File: config.mk
export PLATFORM = sky130hd
export DESIGN_NAME = quadrature_pulse_regenerator
export DESIGN_NICKNAME = d
export VERILOG_FILES = /design/src/quadrature_pulse_regenerator.v /design/src/edge_pacer.v
export VERILOG_INCLUDE_DIRS = /design/src
export SDC_FILE = /design/constraint.sdc
export NUM_CORES = 1
export LEC_CHECK = 0
export CAP_MARGIN = 20
export CORE_UTILIZATION = 55
export DETAILED_ROUTE_END_ITERATION = 7
export DONT_BUFFER_PORTS = 1
export PLACE_DENSITY = 0.78
export SLEW_MARGIN = 10
export SYNTH_ARGS = -nofsm -noshare
export SYNTH_HDL_FRONTEND = slang
export SYNTH_HIERARCHICAL = 1
export SYNTH_SLANG_ARGS = --single-unit
export TNS_END_PERCENT = 30
File: constraint.sdc
create_clock -name pclk -period 10.2 [get_ports pclk]
set_input_delay 2.04 -clock pclk [delete_from_list [all_inputs] [get_ports pclk]]
set_output_delay 2.04 -clock pclk [all_outputs]
set_load 0.05 [all_outputs]
File: src/qpr_defines.vh
// Constants for the quadrature pulse regenerator
`ifndef QPR_DEFINES_VH
`define QPR_DEFINES_VH
`define APB_OFF_PULSES 8'h00
`define APB_OFF_DENOM 8'h04
`define APB_OFF_CTRL 8'h08
`define APB_OFF_SETTLE_THR 8'h0C
`define APB_OFF_STATUS 8'h10
`define APB_OFF_DEVIATION 8'h14
`define APB_OFF_SRC_RES 8'h18
`define RST_PULSES 19'h00001
`define RST_DENOM 19'h00000
`define RST_SETTLE_THR 19'h00000
`define RST_SRC_RES 19'h20000
`define CTRL_SRCSEL_LSB 0
`define CTRL_METHOD_BIT 2
`define CTRL_LIMEN_BIT 3
`define CTRL_UNIT_BIT 4
`define MAX_SETTING 19'h40000
`define CLK_HZ 125000000
`define MAX_RATE_PPS 4000000
// Least spacing between output edges: ceil(clk / max edge rate)
`define EDGE_GAP_CYC ((`CLK_HZ + `MAX_RATE_PPS - 1) / `MAX_RATE_PPS)
`endif

File: src/quadrature_pulse_regenerator.v
// Feedback pulse regenerator with second in-position flag and APB registers
`timescale 1ns/1ps
`default_nettype none
`include "qpr_defines.vh"
module quadrature_pulse_regenerator #(
	parameter DEV_W = 32
) (
	// APB
	input wire pclk,
	input wire presetn,
	input wire psel,
	input wire penable,
	input wire pwrite,
	input wire [7:0] paddr,
	input wire [31:0] pwdata,
	output reg [31:0] prdata,
	output reg pready,
	output reg pslverr,
	// Encoder feedback quadrature, asynchronous pins
	input wire enc_a,
	input wire enc_b,
	// External scale quadrature and index, asynchronous pins
	input wire scale_a,
	input wire scale_b,
	input wire scale_z,
	// Positional deviation, same clock domain
	input wire signed [DEV_W-1:0] deviation_cmd_unit,
	input wire signed [DEV_W-1:0] deviation_enc_unit,
	// Regenerated outputs
	output reg regen_phase_a_out,
	output reg regen_phase_b_out,
	output reg regen_phase_z_out,
	output reg in_position_flag_second,
	output reg regen_limit_error
);
	// Registers
	reg [18:0] output_pulses_per_rev;
	reg [18:0] output_divider_denominator;
	reg [1:0] b_logic_and_source_select;
	reg scale_output_method;
	reg regen_limit_detect_enable;
	reg position_unit_select;
	reg [18:0] second_in_position_threshold;
	reg [18:0] source_pulses_per_rev;
	reg [DEV_W-1:0] abs_dev;

	// Input synchronisers
	// Pins are unrelated to pclk, so each passes two stages first
	reg [4:0] sync1;
	reg [4:0] sync2;
	reg [1:0] prev_q;
	always @(posedge pclk or negedge presetn) begin
		if (!presetn) begin
			sync1 <= 5'h00;
			sync2 <= 5'h00;
		end else begin
			sync1 <= {scale_z, scale_b, scale_a, enc_b, enc_a};
			sync2 <= sync1;
		end
	end

	wire use_scale = b_logic_and_source_select[1];
	wire src_a = use_scale ? sync2[2] : sync2[0];
	wire src_b = use_scale ? sync2[3] : sync2[1];

	// Quadrature decode of the selected source
	function [1:0] qdec;
		input [1:0] prev;
		input [1:0] cur;
		begin
			case ({prev, cur})
				// A moving ahead of B counts up, as the host counter does
				4'b0010, 4'b1011, 4'b1101, 4'b0100: qdec = 2'b01;
				4'b0001, 4'b0111, 4'b1110, 4'b1000: qdec = 2'b10;
				default: qdec = 2'b00;
			endcase
		end
	endfunction
	wire [1:0] src_step = qdec(prev_q[1:0], {src_a, src_b});

	// Effective ratio: numerator and denominator of the divider
	// denominator zero
	wire [18:0] div_num = output_pulses_per_rev;
	wire [18:0] div_den = (output_divider_denominator == 19'h00000) ?
		source_pulses_per_rev : output_divider_denominator;
	wire [18:0] eff_num = (div_num > div_den) ? div_den : div_num;

	// Rate accumulator: each up source edge adds num, each down edge takes it off, output edge per den
	// The remainder carries over, so fractional ratios hold over many turns
	reg [19:0] acc;
	reg [19:0] next_acc;
	reg next_up;
	reg next_dn;
	always @* begin
		next_acc = acc;
		next_up = 1'b0;
		next_dn = 1'b0;
		if (src_step == 2'b01) begin
			next_acc = acc + {1'b0, eff_num};
			if (next_acc >= {1'b0, div_den}) begin
				next_acc = next_acc - {1'b0, div_den};
				next_up = 1'b1;
			end
		end else if (src_step == 2'b10) begin
			if (acc < {1'b0, eff_num}) begin
				next_acc = acc + {1'b0, div_den} - {1'b0, eff_num};
				next_dn = 1'b1;
			end else begin
				next_acc = acc - {1'b0, eff_num};
			end
		end
	end
	reg step_up;
	reg step_dn;
	always @(posedge pclk or negedge presetn) begin
		if (!presetn) begin
			prev_q <= 2'h0;
			acc <= 20'h00000;
			step_up <= 1'b0;
			step_dn <= 1'b0;
		end else begin
			prev_q <= {src_a, src_b};
			acc <= next_acc;
			step_up <= next_up;
			step_dn <= next_dn;
		end
	end

	wire gen_a;
	wire gen_b;
	wire gen_ovf;
	edge_pacer #(
		.GAP(`EDGE_GAP_CYC),
		.PEND_W(16)
	) u_pacer (
		.pclk(pclk),
		.presetn(presetn),
		.step_up(step_up),
		.step_dn(step_dn),
		.qa(gen_a),
		.qb(gen_b),
		.overflow(gen_ovf)
	);

	// Output stage
	// Pass-through skips the pacer, so the rate ceiling does not apply there
	wire pass_through = use_scale && !scale_output_method;
	always @(posedge pclk or negedge presetn) begin
		if (!presetn) begin
			regen_phase_a_out <= 1'b0;
			regen_phase_b_out <= 1'b0;
			regen_phase_z_out <= 1'b0;
			regen_limit_error <= 1'b0;
		end else begin
			regen_phase_a_out <= pass_through ? sync2[2] : gen_a;
			regen_phase_b_out <= (pass_through ? sync2[3] : gen_b) ^
				b_logic_and_source_select[0];
			regen_phase_z_out <= use_scale ? sync2[4] : 1'b0;
			// Sticky until software drops the enable bit
			// gated detect
			if (regen_limit_detect_enable && !pass_through && gen_ovf)
				regen_limit_error <= 1'b1;
			else if (!regen_limit_detect_enable)
				regen_limit_error <= 1'b0;
		end
	end

	// unit choice, residual deviation is honoured not masked
	wire signed [DEV_W-1:0] dev_sel = position_unit_select ?
		deviation_enc_unit : deviation_cmd_unit;
	// Two's complement magnitude; the most negative value maps to itself
	function [DEV_W-1:0] magnitude;
		input [DEV_W-1:0] v;
		begin
			if (v[DEV_W-1])
				magnitude = ~v + 1'b1;
			else
				magnitude = v;
		end
	endfunction
	always @* begin
		abs_dev = magnitude(dev_sel);
	end
	always @(posedge pclk or negedge presetn) begin
		if (!presetn)
			in_position_flag_second <= 1'b0;
		else
			in_position_flag_second <= (abs_dev < {{(DEV_W-19){1'b0}},
				second_in_position_threshold});
	end
	// is met by the caller supplying filtered-command deviation

	// APB slave: one access cycle, no extra wait states
	// Settings above the top of their range are held at the top
	function [18:0] clamp19;
		input [31:0] v;
		begin
			clamp19 = (v > `MAX_SETTING) ? `MAX_SETTING : v[18:0];
		end
	endfunction
	// A resolution of zero would stall the ratio, so it reads as one
	function [18:0] clamp_nonzero;
		input [31:0] v;
		begin
			if (v == 32'h00000000)
				clamp_nonzero = 19'h00001;
			else
				clamp_nonzero = clamp19(v);
		end
	endfunction
	// Settings read back zero-extended to the bus width
	function [31:0] widen19;
		input [18:0] v;
		begin
			widen19 = {13'h0000, v};
		end
	endfunction
	function reg_mapped;
		input [7:0] a;
		begin
			case (a)
				`APB_OFF_PULSES, `APB_OFF_DENOM, `APB_OFF_CTRL, `APB_OFF_SETTLE_THR,
				`APB_OFF_STATUS, `APB_OFF_DEVIATION, `APB_OFF_SRC_RES: reg_mapped = 1'b1;
				default: reg_mapped = 1'b0;
			endcase
		end
	endfunction
	wire wr = psel && penable && pwrite;
	wire known = reg_mapped(paddr);
	always @(posedge pclk or negedge presetn) begin
		if (!presetn) begin
			output_pulses_per_rev <= `RST_PULSES;
			output_divider_denominator <= `RST_DENOM;
			b_logic_and_source_select <= 2'b00;
			scale_output_method <= 1'b0;
			regen_limit_detect_enable <= 1'b0;
			position_unit_select <= 1'b0;
			second_in_position_threshold <= `RST_SETTLE_THR;
			source_pulses_per_rev <= `RST_SRC_RES;
			prdata <= 32'h00000000;
			pready <= 1'b0;
			pslverr <= 1'b0;
		end else begin
			pready <= psel && !penable;
			pslverr <= psel && !penable && !known;
			if (wr && pready) begin
				case (paddr)
					`APB_OFF_PULSES: output_pulses_per_rev <= clamp_nonzero(pwdata);
					`APB_OFF_DENOM: output_divider_denominator <= clamp19(pwdata);
					`APB_OFF_CTRL: begin
						b_logic_and_source_select <= pwdata[`CTRL_SRCSEL_LSB+1:`CTRL_SRCSEL_LSB];
						scale_output_method <= pwdata[`CTRL_METHOD_BIT];
						regen_limit_detect_enable <= pwdata[`CTRL_LIMEN_BIT];
						position_unit_select <= pwdata[`CTRL_UNIT_BIT];
					end
					`APB_OFF_SETTLE_THR: second_in_position_threshold <= clamp19(pwdata);
					`APB_OFF_SRC_RES: source_pulses_per_rev <= clamp_nonzero(pwdata);
					default: begin
					end
				endcase
			end
			if (psel && !penable && !pwrite) begin
				case (paddr)
					`APB_OFF_PULSES: prdata <= widen19(output_pulses_per_rev);
					`APB_OFF_DENOM: prdata <= widen19(output_divider_denominator);
					`APB_OFF_CTRL: prdata <= {27'h0000000, position_unit_select,
						regen_limit_detect_enable, scale_output_method,
						b_logic_and_source_select};
					`APB_OFF_SETTLE_THR: prdata <= widen19(second_in_position_threshold);
					`APB_OFF_STATUS: prdata <= {28'h0000000, regen_phase_b_out,
						regen_phase_a_out, regen_limit_error, in_position_flag_second};
					`APB_OFF_DEVIATION: prdata <= abs_dev;
					`APB_OFF_SRC_RES: prdata <= widen19(source_pulses_per_rev);
					default: prdata <= 32'h00000000;
				endcase
			end
		end
	end
endmodule // quadrature_pulse_regenerator
`default_nettype wire

File: src/edge_pacer.v
// Quadrature output stepper paced to the output rate ceiling
`timescale 1ns/1ps
`default_nettype none
`include "qpr_defines.vh"
module edge_pacer #(
	parameter GAP = `EDGE_GAP_CYC,
	parameter PEND_W = 16
) (
	// Clock and reset
	input wire pclk,
	input wire presetn,
	// Step requests
	input wire step_up,
	input wire step_dn,
	// Quadrature state and overflow
	output reg qa,
	output reg qb,
	output reg overflow
);
	reg signed [PEND_W-1:0] pend;
	reg [7:0] gap_cnt;
	reg signed [PEND_W-1:0] next_pend;
	wire go_up = (pend > 0) && (gap_cnt == 8'h00);
	wire go_dn = (pend < 0) && (gap_cnt == 8'h00);
	localparam signed [PEND_W-1:0] PEND_MAX = {1'b0, {(PEND_W-1){1'b1}}};
	localparam signed [PEND_W-1:0] PEND_MIN = {1'b1, {(PEND_W-1){1'b0}}};
	always @* begin
		next_pend = pend;
		if (step_up && !step_dn && pend != PEND_MAX)
			next_pend = next_pend + 1'b1;
		if (step_dn && !step_up && pend != PEND_MIN)
			next_pend = next_pend - 1'b1;
		if (go_up)
			next_pend = next_pend - 1'b1;
		if (go_dn)
			next_pend = next_pend + 1'b1;
	end
	always @(posedge pclk or negedge presetn) begin
		if (!presetn) begin
			pend <= {PEND_W{1'b0}};
			gap_cnt <= 8'h00;
			qa <= 1'b0;
			qb <= 1'b0;
			overflow <= 1'b0;
		end else begin
			pend <= next_pend;
			if (go_up || go_dn) begin
				gap_cnt <= GAP[7:0] - 8'h01;
				if (go_up ^ (qa ^ qb))
					qa <= ~qa;
				else
					qb <= ~qb;
			end else if (gap_cnt != 8'h00) begin
				gap_cnt <= gap_cnt - 8'h01;
			end
			overflow <= (pend == PEND_MAX) || (pend == PEND_MIN);
		end
	end
endmodule // edge_pacer
`default_nettype wire

# Word level (Yosys, flattened, before mapping)
# Memory sizes are Yosys's and may differ from the RTL's.
# Cells that the tools add are included.
[op_classes]
n_addsub = 11
n_lt_le_gt_ge = 7
eq_ne = 13
n_mux = 30
bitwise = 7
n_reduce_logical = 39
[op_table]
columns = ["op", "count"]
rows = [
  ["32-bit one-hot mux with 7 select lines", 1],
  ["20-bit two-way mux", 4],
  ["19-bit two-way mux", 4],
  ["16-bit two-way mux", 4],
  ["32-bit two-way mux", 2],
  ["20-bit by 19-bit subtractor with 20-bit output", 3],
  ["20-bit by 19-bit adder with 20-bit output", 2],
  ["16-bit by 1-bit adder with 16-bit output (second input constant)", 2],
  ["32-bit by 1-bit adder with 32-bit output (second input constant)", 1],
  ["16-bit == test (second input constant)", 2],
  ["32-bit by 19-bit greater-than comparator with 1-bit output (second input constant)", 1],
  ["32-bit logical NOT", 1],
  ["32-bit by 19-bit < comparator with 1-bit output", 1],
  ["16-bit != test (second input constant)", 2],
  ["32-bit inverter", 1],
  ["16-bit by 1-bit subtractor with 16-bit output (second input constant)", 2],
  ["8-bit by 5-bit == test with 1-bit output (second input constant)", 3],
  ["20-bit by 19-bit >= comparator with 1-bit output", 1],
  ["20-bit by 19-bit < comparator with 1-bit output", 1],
  ["19-bit greater-than comparator", 1],
  ["19-bit logical NOT", 1],
  ["8-bit by 4-bit == test with 1-bit output (second input constant)", 2],
  ["16-bit by 1-bit greater-than comparator with 1-bit output (second input constant)", 1],
  ["8-bit logical NOT", 2],
  ["other kinds (17)", 62],
]
[totals]
reg_bits = 181
romBits = 32
out_inout_bits = 39
elab_cells = 135
n_memories = 1
[mem_list]
columns = ["memory", "words", "width", "rd", "rd_ports_with_merged_regs", "wr", "line", "text"]
rows = [
  ["(no name shown)", 16, 2, 1, 0, 0, "quadrature_pulse_regenerator.v:71", "case ({prev, cur})"],
]

# Depth between registers and ports, before layout
[depth]
word_depth = 10
depth_mapped = 42
ltp_nobuf = 38

# Hierarchy
# Netlist, hierarchy kept.
[by_module_without_submodules]
columns = ["module", "instances", "cells_each", "area_per_inst_um2", "seq_area_each_um2"]
rows = [
  ["quadrature_pulse_regenerator", 1, 1609, 13573.0, 3856.2],
  ["edge_pacer", 1, 328, 2850.2, 675.6],
]

# Least setup slack after synthesis
# No wires, ideal clock.
[synth_path]
path_type = "reg2reg"
start = "register output_divider_denominator[4]"
end = "register acc[0]"
arrival_time_ns = 8.183
required_ns = 10.060
slack_ns = 1.877
path_stages_with_launch = 38
path_buffers = 6
synth_period_minus_slack_ns = 8.323
path_cell_list = "dfrtp_1 -> nor4_1 -> and4_1 -> and2_1 -> clkbuf_1 -> clkbuf_1 -> a21o_1 -> inv_1 -> ha_1 -> o21a_1 -> o21ai_0 -> nand2b_1 -> maj3_1 -> maj3_1 -> a21oi_1 -> o21ai_1 -> o41a_1 -> buf_2 -> [... 2 more ...] -> buf_2 -> and3_4 -> a2111oi_0 -> nor3_1 -> o32a_1 -> a21oi_1 -> xnor2_1 -> ha_1 -> and3_1 -> a21o_1 -> a311oi_1 -> a21oi_1 -> a2111oi_1 -> buf_2 -> buf_2 -> mux2i_1 -> nand3_1 -> o221ai_1"
[synth_between]
elab_chain_len = 8
elab_cells_between_ends = 15
[synth_lines]
columns = ["element", "line", "text"]
rows = [
  ["start: declaration", "quadrature_pulse_regenerator.v:38", "reg [18:0] output_divider_denominator;"],
  ["start signal: assignment", "quadrature_pulse_regenerator.v:233", "output_divider_denominator <= `RST_DENOM;"],
  ["start signal: assignment", "quadrature_pulse_regenerator.v:249", "`APB_OFF_DENOM: output_divider_denominator <= clamp19(pwdata);"],
  ["19-bit logical NOT", "quadrature_pulse_regenerator.v:84", "wire [18:0] div_den = (output_divider_denominator == 19'h00000) ?"],
  ["19-bit two-way mux *", "quadrature_pulse_regenerator.v:84", ""],
  ["19-bit greater-than comparator", "quadrature_pulse_regenerator.v:86", "wire [18:0] eff_num = (div_num > div_den) ? div_den : div_num;"],
  ["19-bit two-way mux", "quadrature_pulse_regenerator.v:86", ""],
  ["20-bit by 19-bit adder with 20-bit output, or another cell as far along", "quadrature_pulse_regenerator.v:99", "next_acc = acc + {1'b0, eff_num};"],
  ["20-bit by 19-bit subtractor with 20-bit output, or another cell as far along", "quadrature_pulse_regenerator.v:101", "next_acc = next_acc - {1'b0, div_den};"],
  ["20-bit two-way mux (on tied branches)", "quadrature_pulse_regenerator.v:100, quadrature_pulse_regenerator.v:104", ""],
  ["20-bit two-way mux *", "quadrature_pulse_regenerator.v:98", "if (src_step == 2'b01) begin"],
  ["end signal: assignment", "quadrature_pulse_regenerator.v:123", "acc <= next_acc;"],
  ["end: declaration", "quadrature_pulse_regenerator.v:90", "reg [19:0] acc;"],
]
# Mark *: on every way between the ends. The rest lies on a longest branch, timed or not. The select of a mux whose other input is x is not followed.
# A chain may end at the register's enable or synchronous reset.

# Worst setup path in the final report
[layout_path]
start = "register output_divider_denominator[14]"
end = "register acc[18]"
# The elaborated chain is that of the path after synthesis.

==> metrics.md <==
| Metric | Value |
|---|---|
| Status | finished, final reports clean |
| RePlAce Congestion | 0.987 |
| Antenna-violating nets left | 0 |
| First-pass GRT wire length | 77000 um |
| Layout cells sized above 1 | 7.44% |
| Post-synthesis sequential area ratio | 27.6% |
| Post-synthesis cell count | 1937 |
| Core footprint | 29000 um^2 |
| Synthesis Warnings | 6 |
| CTS tree | built |
| Worst VDD drop | 0.000209 V |
| Slew Viols, Final | 0 |
| Clock latency on the worst-skew pair | 0.45 ns |
| Worst-margin pin slew | 1.19 ns |
| Worst EP required | 10.59 ns |
| Synthesized cell area | 16400 um^2 |
| Final hold viol count | 0 |
| Max-slew headroom | 20.5% |
| Largest net degree at the start of global routing | 182 |
| Final setup viols | 0 |
| Post-synth EDFFs | 0 |
| Drt initial violations | 1629 |
| Top-count cell post-synth | nand2_1 |
| Util after Layout | 59.9% |
| Distinct cells, synth | 106 |
| DRC | 0 |
| Vias in the first global route | 14500 |
| WP data arrival | 9.79 ns |
| Port bufs | 0 |
| Area delta synth->final | 5.88% |
| Io pins | 153 |
| Bufs and invs on worst path | 3 |
| Num CTS Buffers | 17 |
| Clock sinks | 181 |
| Worst-case clock skew | 0.0112 ns |
| Global route overflow | 0 |
| Hpwl dp | 36800 um |
| DR vias | 14900 |
| CP Class | reg2reg |
| Vias per cell | 6.52 |
| Die area | 30600 um^2 |
| H-tree Lvls | 4 |
| Initial antenna violation count | 0 |
| CP Max Fanout | 15 |
| Leakage power | 7.26 nW |
| Fin crit period | 9.40 ns |
| Total GRT Usage | 31.8% |
| Max-cap violations | 0 |
| CP top delay family | compound AO/OA/AOI/OAI gates |
| Clock Pin Slew Worst Setup and Hold Paths | 0.08 ns |
| Syn Nets | 2191 |
| Wire length per cell | 21.1 um |
| Synth async-reset ratio | 100% |
| Flops & latches, synth | 181 |
| Fin crit share | 92.1% |
| Overall die height | 175 um |
| Cell Pwr Density | 233 nW/um^2 |
| CTS max path bufs | 2 |
| Crit path largest cell delay | 0.69 ns |
| Worst Hold Class | reg2reg |
| Clk Tree Root Cell | clkbuf_16 |
| Final hold slack | 0.351 ns |
| Synth area leaders | dfrtp_1, ha_1, xnor2_1 |
| RSZ-0062 raised after global routing | no |
| Starting Density | 56.6% |
| Most used cell, CP | a21o_1 |
| Hold buffer count at cts | 0 |
| Diodes inserted | 0 |
| Primary FF master, synth | dfrtp_1 |
| Syn Area/Cell | 8.48 um^2 |
| Max Clk Rate | 106 MHz |
| Setup TNS | 0 ns |
| Area leader, netlist | dfrtp_1 |
| Synth cell count leaders | nand2_1, dfrtp_1, o21ai_0, nor2_1, a21oi_1 |
| Crit path launch type | register |
| Share of the synthesized area in the top cell type | 27.3% |
| Nets | 2150 |
| Die X-Extent | 175 um |
| Drt total wl | 48300 um |
| DR pass1 iterations | 6 |
| Setup crit end kind | register |
| CP max stage cell | a2111o_1 |
| FP Rows | 62 |
[placed cells by master (no fill, tap or decap), drive strengths merged, types with 42 or more instances in the layout]
cell   instances
a21oi        121
inv          113
a21o          42
xor2          56
nand2        208
o21ai        171
nor2         123
xnor2        101
mux2i         62
nor3          56
ha           118
dfrtp        179
[worst reg2reg max path, delay by kind of cell (launching register included)]
| family | cells | cell delay (ns) |
|---|---|---|
| simple gates | 7 | 1.67 |
| xor+xnor | 1 | 0.23 |
| buf+inv | 3 | 0.40 |
| fa+ha+maj | 6 | 1.90 |
| compound gates | 19 | 4.42 |
| flops | 1 | 0.43 |
| mux | 1 | 0.29 |
[state kept, by name, indices dropped and copies added, names as in the netlist, 2 cells and up]
| signal | flops |
|---|---|
| b_logic_and_source_select | 2 |
| prdata | 32 |
| output_divider_denominator | 19 |
| sync1 | 5 |
| u_pacer/gap_cnt | 8 |
| prev_q | 2 |
| div_num | 19 |
| source_pulses_per_rev | 19 |
| acc | 20 |
| u_pacer/pend | 16 |
| second_in_position_threshold | 19 |
| sync2 | 5 |
[path summary, 6_finish.rpt]
kind / startpoint / to / slack, ns / cells after the start
setup / recovery: output_divider_denominator[14] / acc[18] / 0.80 / 37
hold / removal: sync1[4] / sync2[4] / 0.35 / 0
setup reg to reg: output_divider_denominator[14] / acc[18] / 0.80 / 37
hold reg to reg: sync1[4] / sync2[4] / 0.35 / 0
max in group asynchronous: presetn / u_pacer/pend[9] / 8.52 / 0
min in group asynchronous: presetn / acc[13] / 1.29 / 0
[power by group]
part / switching (mW) / leakage (nW) / total, mW / internal [mW]
Sequential: 0.194 / 2.40 / 1.01 / 0.815
Combinational: 1.37 / 4.57 / 2.34 / 0.975
Clock: 0.331 / 0.292 / 0.703 / 0.373
Total: 1.89 / 7.26 / 4.05 / 2.16
[routing by layer]
metal	vias to the layer above	routed length (um)	GRT usage [%]	share of wire (%)
met5	-	0	0	0
met4	0	2140	14.5	4.4
met3	155	3850	7.01	8.0
met2	714	22500	51.5	46
met1	7137	19900	40.6	41
li1	6937	-	-	-
[layout make-up]
class                           count  area [um^2]
Fill cell                        2548        11600
Timing Repair Buffer               20          185
Multi-Input combinational cell   1568        11200
Inverter                          108          405
Sequential cell                   181         4530
Clock inverter                     15          189
Clock buffer                       17          425
Tap cell                          384          480
[cell families (layout without fill, tap and decap cells)]
logic type / after synthesis / in the layout / share of synthesized area [%]
and+or+nand+nor: 633 / 633 / 19.8
AOI/OAI and AO/OA: 537 / 537 / 21.3
buffers and inverters: 188 / 160 / 4.58
DFF: 181 / 181 / 27.6
xor gates and xnor gates: 157 / 157 / 8.51
adders and majority gates: 144 / 144 / 11.9
muxes: 97 / 97 / 6.25
[stage by stage]
step	setup slack [ns]	total power, mW	instance area, um^2	instances
after floorplan	1.88	2.79	16400	1937
after global placement	1.04	3.23	16700	2258
after detailed placement	0.673	3.28	16700	2258
after CTS	0.594	4.00	17300	2290
after global routing	0.0138	4.33	17400	2293
final	0.801	4.05	17400	2293
[what timing repair did]
item,4_1_cts,5_1_grt
setup endpoints to repair,0,14
endpoints found under the hold margin,0,0
setup buffers,0,0
resized for setup,0,3
No activity file was read; power rests on OpenSTA's default activity.
